## config.mk

```make
export PLATFORM = sky130hd
export DESIGN_NAME = axil_reg_slave_flat
export DESIGN_NICKNAME = d
export VERILOG_FILES = /design/src/common/axil_reg_pkg.sv /design/src/common/axil_reg_if.sv /design/src/logic/axil_reg_slave.sv /design/src/logic/axil_reg_word.sv /design/src/flat_wrapper.sv
export SDC_FILE = /design/constraint.sdc
export NUM_CORES = 2
export LEC_CHECK = 0
export BUFFER_PORTS_ARGS = -buffer_cell sky130_fd_sc_hd__clkbuf_2
export CORE_AREA = 5 5 452 454
export CTS_CLUSTER_DIAMETER = 30
export DETAILED_ROUTE_END_ITERATION = 8
export DIE_AREA = 0 0 457 459
export HOLD_SLACK_MARGIN = 0.06
export PLACE_DENSITY_LB_ADDON = 0.12
export SETUP_SLACK_MARGIN = 0.15
export SLEW_MARGIN = 20
export SYNTH_ARGS = -nofsm -noshare
export SYNTH_HDL_FRONTEND = slang
export SYNTH_HIERARCHICAL = 1
export SYNTH_SLANG_ARGS = --single-unit
```

## constraint.sdc

```tcl
create_clock -name i_mclk -period 3.6 [get_ports i_mclk]
set_input_delay 0.36 -clock i_mclk [delete_from_list [all_inputs] [get_ports i_mclk]]
set_output_delay 0.36 -clock i_mclk [all_outputs]
set_load 0.01 [all_outputs]
```

## src/common/axil_reg_pkg.sv

```systemverilog
// shared constants and types for the user-side register access bridge
package axil_reg_pkg;
    localparam int ADDR_W = 32;
    localparam int DATA_W = 32;
    localparam int STRB_W = 4;
    localparam int RESP_W = 2;
    localparam logic [RESP_W-1:0] RESP_OKAY   = 2'h0;
    localparam logic [RESP_W-1:0] RESP_EXOKAY = 2'h1;
    localparam logic [RESP_W-1:0] RESP_SLVERR = 2'h2;
    localparam logic [RESP_W-1:0] RESP_DECERR = 2'h3;
    // register file depth in words and its word-index bit range
    localparam int REG_WORDS = 16;
    localparam int IDX_W     = 4;
    localparam int IDX_LSB   = 2;
    // width of one byte lane of the data word
    localparam int BYTE_W    = 8;
    localparam logic [ADDR_W-1:0] MAP_LIMIT  = 32'h0000_0040;
    localparam logic [DATA_W-1:0] REG_RESET  = 32'h0000_0000;
    localparam logic [STRB_W-1:0] STRB_NONE  = 4'h0;
    localparam logic [ADDR_W-1:0] ADDR_ZERO  = 32'h0000_0000;
    localparam logic [DATA_W-1:0] DATA_ZERO  = 32'h0000_0000;

    // request machine states
    typedef enum logic [1:0] {
        ST_IDLE  = 2'b00,
        ST_WRITE = 2'b01,
        ST_READ  = 2'b10,
        ST_ACK   = 2'b11
    } req_state_e;

    typedef logic [ADDR_W-1:0] addr_t;
    typedef logic [DATA_W-1:0] data_t;
    typedef logic [STRB_W-1:0] strb_t;
    typedef logic [RESP_W-1:0] resp_t;

    // address lies outside the implemented map, or is not word aligned
    function automatic logic addr_illegal(input addr_t a);
        return (a >= MAP_LIMIT) || (a[IDX_LSB-1:0] != 2'b00);
    endfunction
endpackage

```

## src/common/axil_reg_if.sv

```systemverilog
// AXI4-Lite link between the user request machine and the register slave
interface axil_reg_if;
    import axil_reg_pkg::*;
    addr_t awaddr;
    logic  awvalid;
    logic  awready;
    data_t wdata;
    strb_t wstrb;
    logic  wvalid;
    logic  wready;
    resp_t bresp;
    logic  bvalid;
    logic  bready;
    addr_t araddr;
    logic  arvalid;
    logic  arready;
    data_t rdata;
    resp_t rresp;
    logic  rvalid;
    logic  rready;

    modport master (
        output awaddr, awvalid, wdata, wstrb, wvalid, bready,
        output araddr, arvalid, rready,
        input  awready, wready, bresp, bvalid, arready, rdata, rresp, rvalid
    );
    modport slave (
        input  awaddr, awvalid, wdata, wstrb, wvalid, bready,
        input  araddr, arvalid, rready,
        output awready, wready, bresp, bvalid, arready, rdata, rresp, rvalid
    );
endinterface

```

## src/logic/axil_reg_slave.sv

```systemverilog
// AXI4-Lite register slave holding the core's control and status words
module axil_reg_slave
    import axil_reg_pkg::*;
(
    // clock and reset
    input  wire logic  i_mclk,
    input  wire logic  i_rst_n,
    // core side
    input  wire logic  i_stats_snapshot_pulse,
    input  wire axil_reg_pkg::data_t i_status [REG_WORDS],
    output axil_reg_pkg::data_t o_ctrl   [REG_WORDS],
    output logic       o_snapshot,
    // register bus
    axil_reg_if.slave  bus
);
    import axil_reg_pkg::*;

    typedef struct packed {
        logic  aw_held;
        addr_t aw;
        logic  w_held;
        data_t wd;
        strb_t ws;
        logic  bvalid;
        resp_t bresp;
        logic  rvalid;
        resp_t rresp;
        data_t rdata;
        logic  snap;
    } slv_s;

    slv_s  s_q;
    slv_s  s_d;
    logic  wr_fire;
    logic  wr_ok;
    logic  [IDX_W-1:0] rd_idx;
    data_t ctrl_q [REG_WORDS];
    data_t stat_q [REG_WORDS];

    // a write commits once address and data are both held and no
    // response is still waiting, so responses never overlap
    assign wr_fire = s_q.aw_held && s_q.w_held && !s_q.bvalid;
    assign wr_ok   = wr_fire && !addr_illegal(s_q.aw);
    assign rd_idx  = bus.araddr[IDX_LSB +: IDX_W];

    // control words written through the bus
    for (genvar g = 0; g < REG_WORDS; g++)
    begin : g_ctrl
        axil_reg_word u_word (
            .i_mclk (i_mclk),
            .i_rst_n(i_rst_n),
            .i_we   (wr_ok && s_q.aw[IDX_LSB +: IDX_W] == IDX_W'(g)),
            .i_strb (s_q.ws),
            .i_data (s_q.wd),
            .o_q    (ctrl_q[g])
        );
    end

    // status words are frozen on the snapshot pulse for coherent reads
    always_ff @(posedge i_mclk)
    begin
        if (!i_rst_n)
        begin
            for (int k = 0; k < REG_WORDS; k++)
                stat_q[k] <= REG_RESET;
        end
        else if (i_stats_snapshot_pulse)
            stat_q <= i_status;
    end

    // handshakes and responses
    always_comb
    begin
        s_d      = s_q;
        s_d.snap = i_stats_snapshot_pulse;
        if (bus.awvalid && !s_q.aw_held)
        begin
            s_d.aw_held = 1'b1;
            s_d.aw      = bus.awaddr;
        end
        if (bus.wvalid && !s_q.w_held)
        begin
            s_d.w_held = 1'b1;
            s_d.wd     = bus.wdata;
            s_d.ws     = bus.wstrb;
        end
        if (wr_fire)
        begin
            s_d.aw_held = 1'b0;
            s_d.w_held  = 1'b0;
            s_d.bvalid  = 1'b1;
            s_d.bresp   = addr_illegal(s_q.aw) ? RESP_SLVERR : RESP_OKAY;
        end
        else if (s_q.bvalid && bus.bready)
            s_d.bvalid = 1'b0;
        if (bus.arvalid && !s_q.rvalid)
        begin
            s_d.rvalid = 1'b1;
            s_d.rresp  = addr_illegal(bus.araddr) ? RESP_SLVERR : RESP_OKAY;
            s_d.rdata  = addr_illegal(bus.araddr) ? DATA_ZERO
                                                  : stat_q[rd_idx];
        end
        else if (s_q.rvalid && bus.rready)
            s_d.rvalid = 1'b0;
    end

    always_ff @(posedge i_mclk)
    begin
        if (!i_rst_n)
            s_q <= '0;
        else
            s_q <= s_d;
    end

    // ready only while the holding slot is free; read ready is held
    // high as a level whenever no read data is pending
    assign bus.awready = !s_q.aw_held;
    assign bus.wready  = !s_q.w_held;
    assign bus.arready = !s_q.rvalid;
    assign bus.bvalid  = s_q.bvalid;
    assign bus.bresp   = s_q.bresp;
    assign bus.rvalid  = s_q.rvalid;
    assign bus.rresp   = s_q.rresp;
    assign bus.rdata   = s_q.rdata;
    assign o_ctrl      = ctrl_q;
    assign o_snapshot  = s_q.snap;
endmodule

```

## src/logic/axil_reg_word.sv

```systemverilog
// one register word with byte-lane write strobes
module axil_reg_word
    import axil_reg_pkg::*;
(
    // clock and reset
    input  wire logic                i_mclk,
    input  wire logic                i_rst_n,
    // write port
    input  wire logic                i_we,
    input  wire axil_reg_pkg::strb_t i_strb,
    input  wire axil_reg_pkg::data_t i_data,
    // stored value
    output axil_reg_pkg::data_t      o_q
);
    import axil_reg_pkg::*;

    // synchronous active-low reset; only strobed lanes change
    always_ff @(posedge i_mclk)
    begin
        if (!i_rst_n)
            o_q <= REG_RESET;
        else if (i_we)
        begin
            for (int b = 0; b < STRB_W; b++)
                if (i_strb[b])
                    o_q[BYTE_W*b +: BYTE_W] <= i_data[BYTE_W*b +: BYTE_W];
        end
    end
endmodule

```

## src/flat_wrapper.sv

```systemverilog
// flat-port wrapper written by rule: the top's interface ports become plain ports
module axil_reg_slave_flat import axil_reg_pkg::*;
  (i_mclk, i_rst_n, i_stats_snapshot_pulse, i_status, o_ctrl, o_snapshot, bus_awaddr, bus_awvalid, bus_wdata, bus_wstrb, bus_wvalid, bus_bready, bus_araddr, bus_arvalid, bus_rready, bus_awready, bus_wready, bus_bresp, bus_bvalid, bus_arready, bus_rdata, bus_rresp, bus_rvalid);
  axil_reg_if bus_i ();
  input  wire logic i_mclk;
  input  wire logic i_rst_n;
  input  wire logic i_stats_snapshot_pulse;
  input  wire axil_reg_pkg::data_t i_status[REG_WORDS];
  output axil_reg_pkg::data_t o_ctrl[REG_WORDS];
  output logic o_snapshot;
  input wire logic [$bits(bus_i.awaddr)-1:0] bus_awaddr;
  input wire logic [$bits(bus_i.awvalid)-1:0] bus_awvalid;
  input wire logic [$bits(bus_i.wdata)-1:0] bus_wdata;
  input wire logic [$bits(bus_i.wstrb)-1:0] bus_wstrb;
  input wire logic [$bits(bus_i.wvalid)-1:0] bus_wvalid;
  input wire logic [$bits(bus_i.bready)-1:0] bus_bready;
  input wire logic [$bits(bus_i.araddr)-1:0] bus_araddr;
  input wire logic [$bits(bus_i.arvalid)-1:0] bus_arvalid;
  input wire logic [$bits(bus_i.rready)-1:0] bus_rready;
  output wire logic [$bits(bus_i.awready)-1:0] bus_awready;
  output wire logic [$bits(bus_i.wready)-1:0] bus_wready;
  output wire logic [$bits(bus_i.bresp)-1:0] bus_bresp;
  output wire logic [$bits(bus_i.bvalid)-1:0] bus_bvalid;
  output wire logic [$bits(bus_i.arready)-1:0] bus_arready;
  output wire logic [$bits(bus_i.rdata)-1:0] bus_rdata;
  output wire logic [$bits(bus_i.rresp)-1:0] bus_rresp;
  output wire logic [$bits(bus_i.rvalid)-1:0] bus_rvalid;
  assign bus_i.awaddr = bus_awaddr;
  assign bus_i.awvalid = bus_awvalid;
  assign bus_i.wdata = bus_wdata;
  assign bus_i.wstrb = bus_wstrb;
  assign bus_i.wvalid = bus_wvalid;
  assign bus_i.bready = bus_bready;
  assign bus_i.araddr = bus_araddr;
  assign bus_i.arvalid = bus_arvalid;
  assign bus_i.rready = bus_rready;
  assign bus_awready = bus_i.awready;
  assign bus_wready = bus_i.wready;
  assign bus_bresp = bus_i.bresp;
  assign bus_bvalid = bus_i.bvalid;
  assign bus_arready = bus_i.arready;
  assign bus_rdata = bus_i.rdata;
  assign bus_rresp = bus_i.rresp;
  assign bus_rvalid = bus_i.rvalid;
  axil_reg_slave u_core (.i_mclk(i_mclk), .i_rst_n(i_rst_n), .i_stats_snapshot_pulse(i_stats_snapshot_pulse), .i_status(i_status), .o_ctrl(o_ctrl), .o_snapshot(o_snapshot), .bus(bus_i));
endmodule
```

After elaboration in Yosys (flattened, before gate mapping)
Index checks and enable logic that the tools add are counted.
{"block": "word_totals", "register_bits": 1133, "latch_bits": 0, "ramBits": 0, "romBits": 0, "inputBits": 620, "out_inout_bits": 554, "word_cells": 222, "n_memories": 0}
{"block": "classes", "add_sub_neg": 0, "n_mul": 0, "div": 0, "magnitude_cmp": 3, "eq_ne": 15, "n_shift": 0, "muxes": 10, "n_bitwise": 2, "reduce_logical": 101}
{"cell": "binary-select mux 32 bit (select 4 bit)", "count": 1}
{"cell": "AND reduction 2 bit", "count": 64}
{"cell": "2-to-1 mux 32 bit", "count": 3}
{"cell": ">= comparator 32 x 7 -> 1 bit (second input constant)", "count": 2}
{"cell": "equality test 4 bit (second input constant)", "count": 8}
{"cell": "logical AND 1 bit", "count": 24}
{"cell": "equality test 4 x 3 -> 1 bit (second input constant)", "count": 4}
{"cell": "equality test 4 x 2 -> 1 bit (second input constant)", "count": 2}
{"cell": "nonzero test 2 bit", "count": 4}
{"cell": ">= comparator 5 bit (second input constant)", "count": 1}
{"cell": "zero test 1 bit", "count": 5}
{"cell": "inverter 4 -> 5 bit", "count": 1}
{"cell": "equality test 4 x 1 -> 1 bit (second input constant)", "count": 1}
{"cell": "zero test 4 bit", "count": 1}
{"cell": "2-to-1 mux 1 bit", "count": 4}
{"cell": "2-to-1 mux 2 bit", "count": 2}
{"cell": "logical OR 1 bit", "count": 2}
{"cell": "OR reduction 2 bit", "count": 1}
{"cell": "inverter 1 bit", "count": 1}

Depth between registers and ports, before layout
{"block": "depth", "depth_word": 6, "mapped_depth": 9, "depth_no_buf": 6}

By module
Netlist, hierarchy kept.
{"module": "axil_reg_slave", "n_inst": 1, "cells_each": 2687, "area_per_inst_um2": 28444.8, "seq_area_each_um2": 12391.9}
{"module": "axil_reg_word", "n_inst": 16, "cells_each": 151, "area_per_inst_um2": 1426.4, "seq_area_each_um2": 640.6}

Least setup slack after synthesis
OpenSTA, ideal clock, no wires.
{"block": "synth_path", "path_kind": "reg2reg", "startpoint": "register u_core/s_q[94] (netlist bit)", "endpoint": "register u_core.g_ctrl[11].u_word.o_q[0]", "setup_ns": 0.115, "arrival_ns": 1.685, "required_ns": 3.485, "setup_slack_ns": 1.800, "stages_incl_launch_ff": 10, "n_path_buf": 3, "period_less_slack_ns": 1.800, "cell_sequence": "dfxtp_1 nor4_1 nand4_1 nor2_2 clkbuf_2 and4_1 buf_6 and2_4 buf_6 o21ai_2"}
{"block": "synth_via", "elab_chain_cells": 6}
{"element": "from (decl)", "line_no": "axil_reg_slave.sv:32", "rtl": "slv_s s_q;"}
{"element": "from (signal assigned)", "line_no": "axil_reg_slave.sv:110", "rtl": "s_q <= '0;"}
{"element": "from (signal assigned)", "line_no": "axil_reg_slave.sv:112", "rtl": "s_q <= s_d;"}
{"element": ">= comparator 32 x 7 -> 1 bit", "line_no": "axil_reg_pkg.sv:38", "rtl": "return (a >= MAP_LIMIT) || (a[IDX_LSB-1:0] != 2'b00);"}
{"element": "logical OR 1 bit", "line_no": "axil_reg_pkg.sv:38"}
{"element": "zero test 1 bit", "line_no": "axil_reg_slave.sv:43", "rtl": "assign wr_ok = wr_fire && !addr_illegal(s_q.aw);"}
{"element": "logical AND 1 bit", "line_no": "axil_reg_slave.sv:43"}
{"element": "logical AND 1 bit", "line_no": "axil_reg_slave.sv:52", "rtl": ".i_we (wr_ok && s_q.aw[IDX_LSB +: IDX_W] == IDX_W'(g)),"}
{"element": "AND reduction 2 bit (no line)"}
{"element": "to (signal, indexed assignment)", "line_no": "axil_reg_word.sv:26", "rtl": "o_q[BYTE_W*b +: BYTE_W] <= i_data[BYTE_W*b +: BYTE_W];"}
{"element": "to (decl)", "line_no": "axil_reg_word.sv:13", "rtl": "output axil_reg_pkg::data_t o_q"}
Every way passes these cells.
A chain may end at the register's enable or synchronous reset.

Worst setup path after layout
{"block": "layout_path", "startpoint": "input bus_araddr[21]", "endpoint": "register u_core.s_q, in the netlist u_core/bus.rresp[1]"}
{"block": "layout_via", "elab_chain_cells": 3}
{"element": "from (decl)", "line_no": "flat_wrapper.sv:17", "rtl": "input wire logic [$bits(bus_i.araddr)-1:0] bus_araddr;"}
{"element": ">= comparator 32 x 7 -> 1 bit", "line_no": "axil_reg_pkg.sv:38"}
{"element": "logical OR 1 bit", "line_no": "axil_reg_pkg.sv:38"}
{"element": "2-to-1 mux 2 bit", "line_no": "axil_reg_slave.sv:99", "rtl": "s_d.rresp = addr_illegal(bus.araddr) ? RESP_SLVERR : RESP_OKAY;"}
Every way passes these cells.

==> flow_summary.toml <==
[outcome]
status = "finished, final reports clean"

[clock_network]
clk_transition_reported_paths_ns = 0.04
postCtsHoldBufs = 614
cts_tree = "done"
cts-htree-levels = 5
numCtsBuffers = 358
clock_latency_ns = 0.96
post-cts-setup-buffers = 0
cts_buffer_depth = 4
clock_sinks = 1131
cts_resized = 0
clockRootBuffer = "clkbuf_16"

[worst_setup_path]
critPathMaxStageDelay_ns = 0.60
critPathTopFamily = "buffers and inverters"
critPathLaunchType = "primary input"
r2r_end = "u_core/g_ctrl[2].u_word/o_q[26]"
critPathKind = "in -> reg"
r2r_slack_ns = 1.03
cp_slowest_cell = "dlygate4sd3_1"
critPathMaxFanout = 2
worst_setup_path_end_kind = "flop"
reg2reg_from = "u_core/s_q[103]"
reg2reg_depth = 8
worst-path-buf-inv = 5
crit_chain = "dlygate4sd3_1, clkbuf_2, nor4_1, dlygate4sd3_1, and4_4, dlygate4sd3_1, nand3_1, dlygate4sd3_1, o211a_1"
worst_ep_arrival_time_ns = 3.35
cp_common_cell = "dlygate4sd3_1"
worstPathRequired_ns = 4.36

[floorplan]
dieWidth_um = 457
core_region_area_sq_um = 199200
fp.dieH_um = 459
dieArea_sq_um = 209800
ios = 1174
start_util = 0.2573
rows = 164

[routing]
wl_per_cell_um = 27.15
ant_nets = 0
wl_mm = 266.9
drtIter0Drc = 3405
vias_per_cell = 4.795
drc = 0
vias = 47140
first_pass_iters = 5

[sta]
fin_setup_tns_ns = 0
skew_ns = 0.1094
slew_headroom = 0.2822
min_period_over_period = 0.7209
rsz0062_at_grt = "false"
holdWs_ns = 0.1308
finalHoldViolCount = 0
finalCriticalPeriod_ns = 2.595
worst_slew_pin_slew_ns = 1.077
maxSlewViolCount = 0
setup_viol_count_final = 0
max_freq_mhz = 385.3

[global_route]
busiest_layer = "met2"
grt_max_degree = 227
overflow = 0
track_usage = 0.2427
antenna_found_initial = 93
met1_usage = 0.2894
met3_usage = 0.07033
grt_use_met2 = 0.4106
grt_pass1_wl_mm = 369.5
grt_pass1_vias = 47200

[place]
dp_hpwl_mm = 194.3
portBuffers = 1171
globalplace.congestion = 0.8430

[synth]
ys_types = 41
seq_area_frac_synth = 0.4416
synth_seq_cells = 1131
synth-edff-count = 0
yosysTopAreaCell = "dfxtp_1"
synth_area_sq_um = 51270
ys_warn_count = 6
async_flop_share = 0
synth_flop_cell = "dfxtp_1"
syn_avg_cell_area_sq_um = 10.05
synthCells = 5103
synth_area_leaders = "dfxtp_1 44%, mux2i_1 14%, o21ai_2 8.7%"
synth_top_area_frac = 0.4416

[layout]
area_growth_pct = 48.58
drive_gt1_frac = 0.3591
nets = 7487

[power]
p_per_area_nw_per_um2 = 606.4
leakage_uw = 0.03260
worst_ir_drop_vdd_mv = 0.4212

[job]
maxCapViolations = 0

[min_path]
min_path_cells = 3
min-delay-start = "i_stats_snapshot_pulse"
hold_class = "in -> reg"
hold_path_end = "u_core/stat_q[106]"
## placed cells by master (no fill, tap or decap), types with 33 or more instances in the layout
master	instances
clkbuf_2	1166
dfxtp_1	1121
mux2i_1	736
nand2_1	684
dlygate4sd3_1	614
nor2b_1	515
nand4_1	514
o21ai_2	512
clkbuf_16	362
buf_4	139
clkbuf_8	84
clkbuf_1	75
a21boi_0	68
and2_4	65
a22oi_1	64
diode_2	60
clkinv_2	58
a221oi_1	54
a221oi_2	42
buf_12	37
o21a_1	33
## kinds of logic (layout without fill, tap and decap cells)
kind of cell    count (synthesis)  in the layout  share of synthesized area
simple gates                 1834           1834                     0.1948
compound gates                808            808                     0.1376
mux                           768            768                     0.1511
other cells                     1             62                 0.00007315
flops                        1131           1131                     0.4416
buf+inv                       561           2572                    0.07488
## tightest hold or removal path, stage by stage
cell and delay, ns:
buf_8 0.34, mux2i_1 0.22, nor2b_1 0.09
## through the flow
stage	total power (uW)	instance area [sq um]	std cells	util	setup slack (ns)
3_5_place_dp	16480	58480	8549	0.2935	0.6700
3_3_place_gp	16460	58470	8548	0.2935	0.6977
2_1_floorplan	15050	51270	5104	-	1.800
4_1_cts	46660	76020	9771	0.3815	1.015
5_1_grt	47710	76120	9811	0.3820	0.8736
6_report	46190	76170	9831	0.3823	1.005
## cell type report
class,count,area (sq um)
Antenna cell,60,150.1
Clock inverter,87,894.6
Inverter,4,15.01
Fill cell,20150,123100
Tap cell,2656,3323
Sequential cell,1131,22660
Clock buffer,521,10500
Multi-Input combinational cell,3412,24810
Timing Repair Buffer,1960,13820
## worst max-delay path by stage
| stage | startpoint | to | slack, ns | cells after the start |
|---|---|---|---|---|
| after global routing | u_core/s_q[107] | u_core/g_ctrl[2].u_word/o_q[30] | 0.87 | 8 |
| after CTS | u_core/s_q[103] | u_core/g_ctrl[11].u_word/o_q[14] | 1.02 | 8 |
| final | bus_araddr[21] | u_core/bus.rresp[1] | 1.00 | 9 |
| after detailed placement | bus_araddr[4] | u_core/bus.rdata[28] | 0.67 | 8 |
| after global placement | bus_araddr[4] | u_core/bus.rdata[22] | 0.70 | 6 |
| after floorplan | u_core/s_q[94] | u_core/g_ctrl[11].u_word/o_q[0] | 1.80 | 9 |
## cell usage after synthesis (all sizes together) (4+ instances only)
library cell,number
clkbuf,94
nor2,10
and4,5
nand2b,4
a21boi,68
o22ai,32
o21ai,513
nand4,515
mux2,32
mux2i,736
nor4,14
a221oi,96
a22oi,64
and3,5
o21a,33
buf,463
nor2b,519
nand2,684
and4b,8
inv,4
and2,68
dfxtp,1131
## power breakdown
group | leakage, uW | switching [uW] | internal, uW
clock | 0.00565 | 8580 | 20700
sequential | 0.00923 | 410 | 13000
combinational | 0.0177 | 1950 | 1550
## registers in the layout (all words and copies together), names as in the netlist
name and cells:
u_core/bus.bvalid 1, u_core/bus.rdata 32, u_core/o_snapshot 1, u_core/stat_q 512
u_core/s_q 70, u_core/g_ctrl.u_word/o_q 512, u_core/bus.bresp 1, u_core/bus.rvalid 1
u_core/bus.rresp 1
## routing by layer
layer	share of wire	vias to the layer above
met5	0.00082	-
met3	0.073	515
met1	0.41	22850
li1	-	21900
met4	0.040	34
met2	0.48	1851
(Power assumes the default switching activity.)
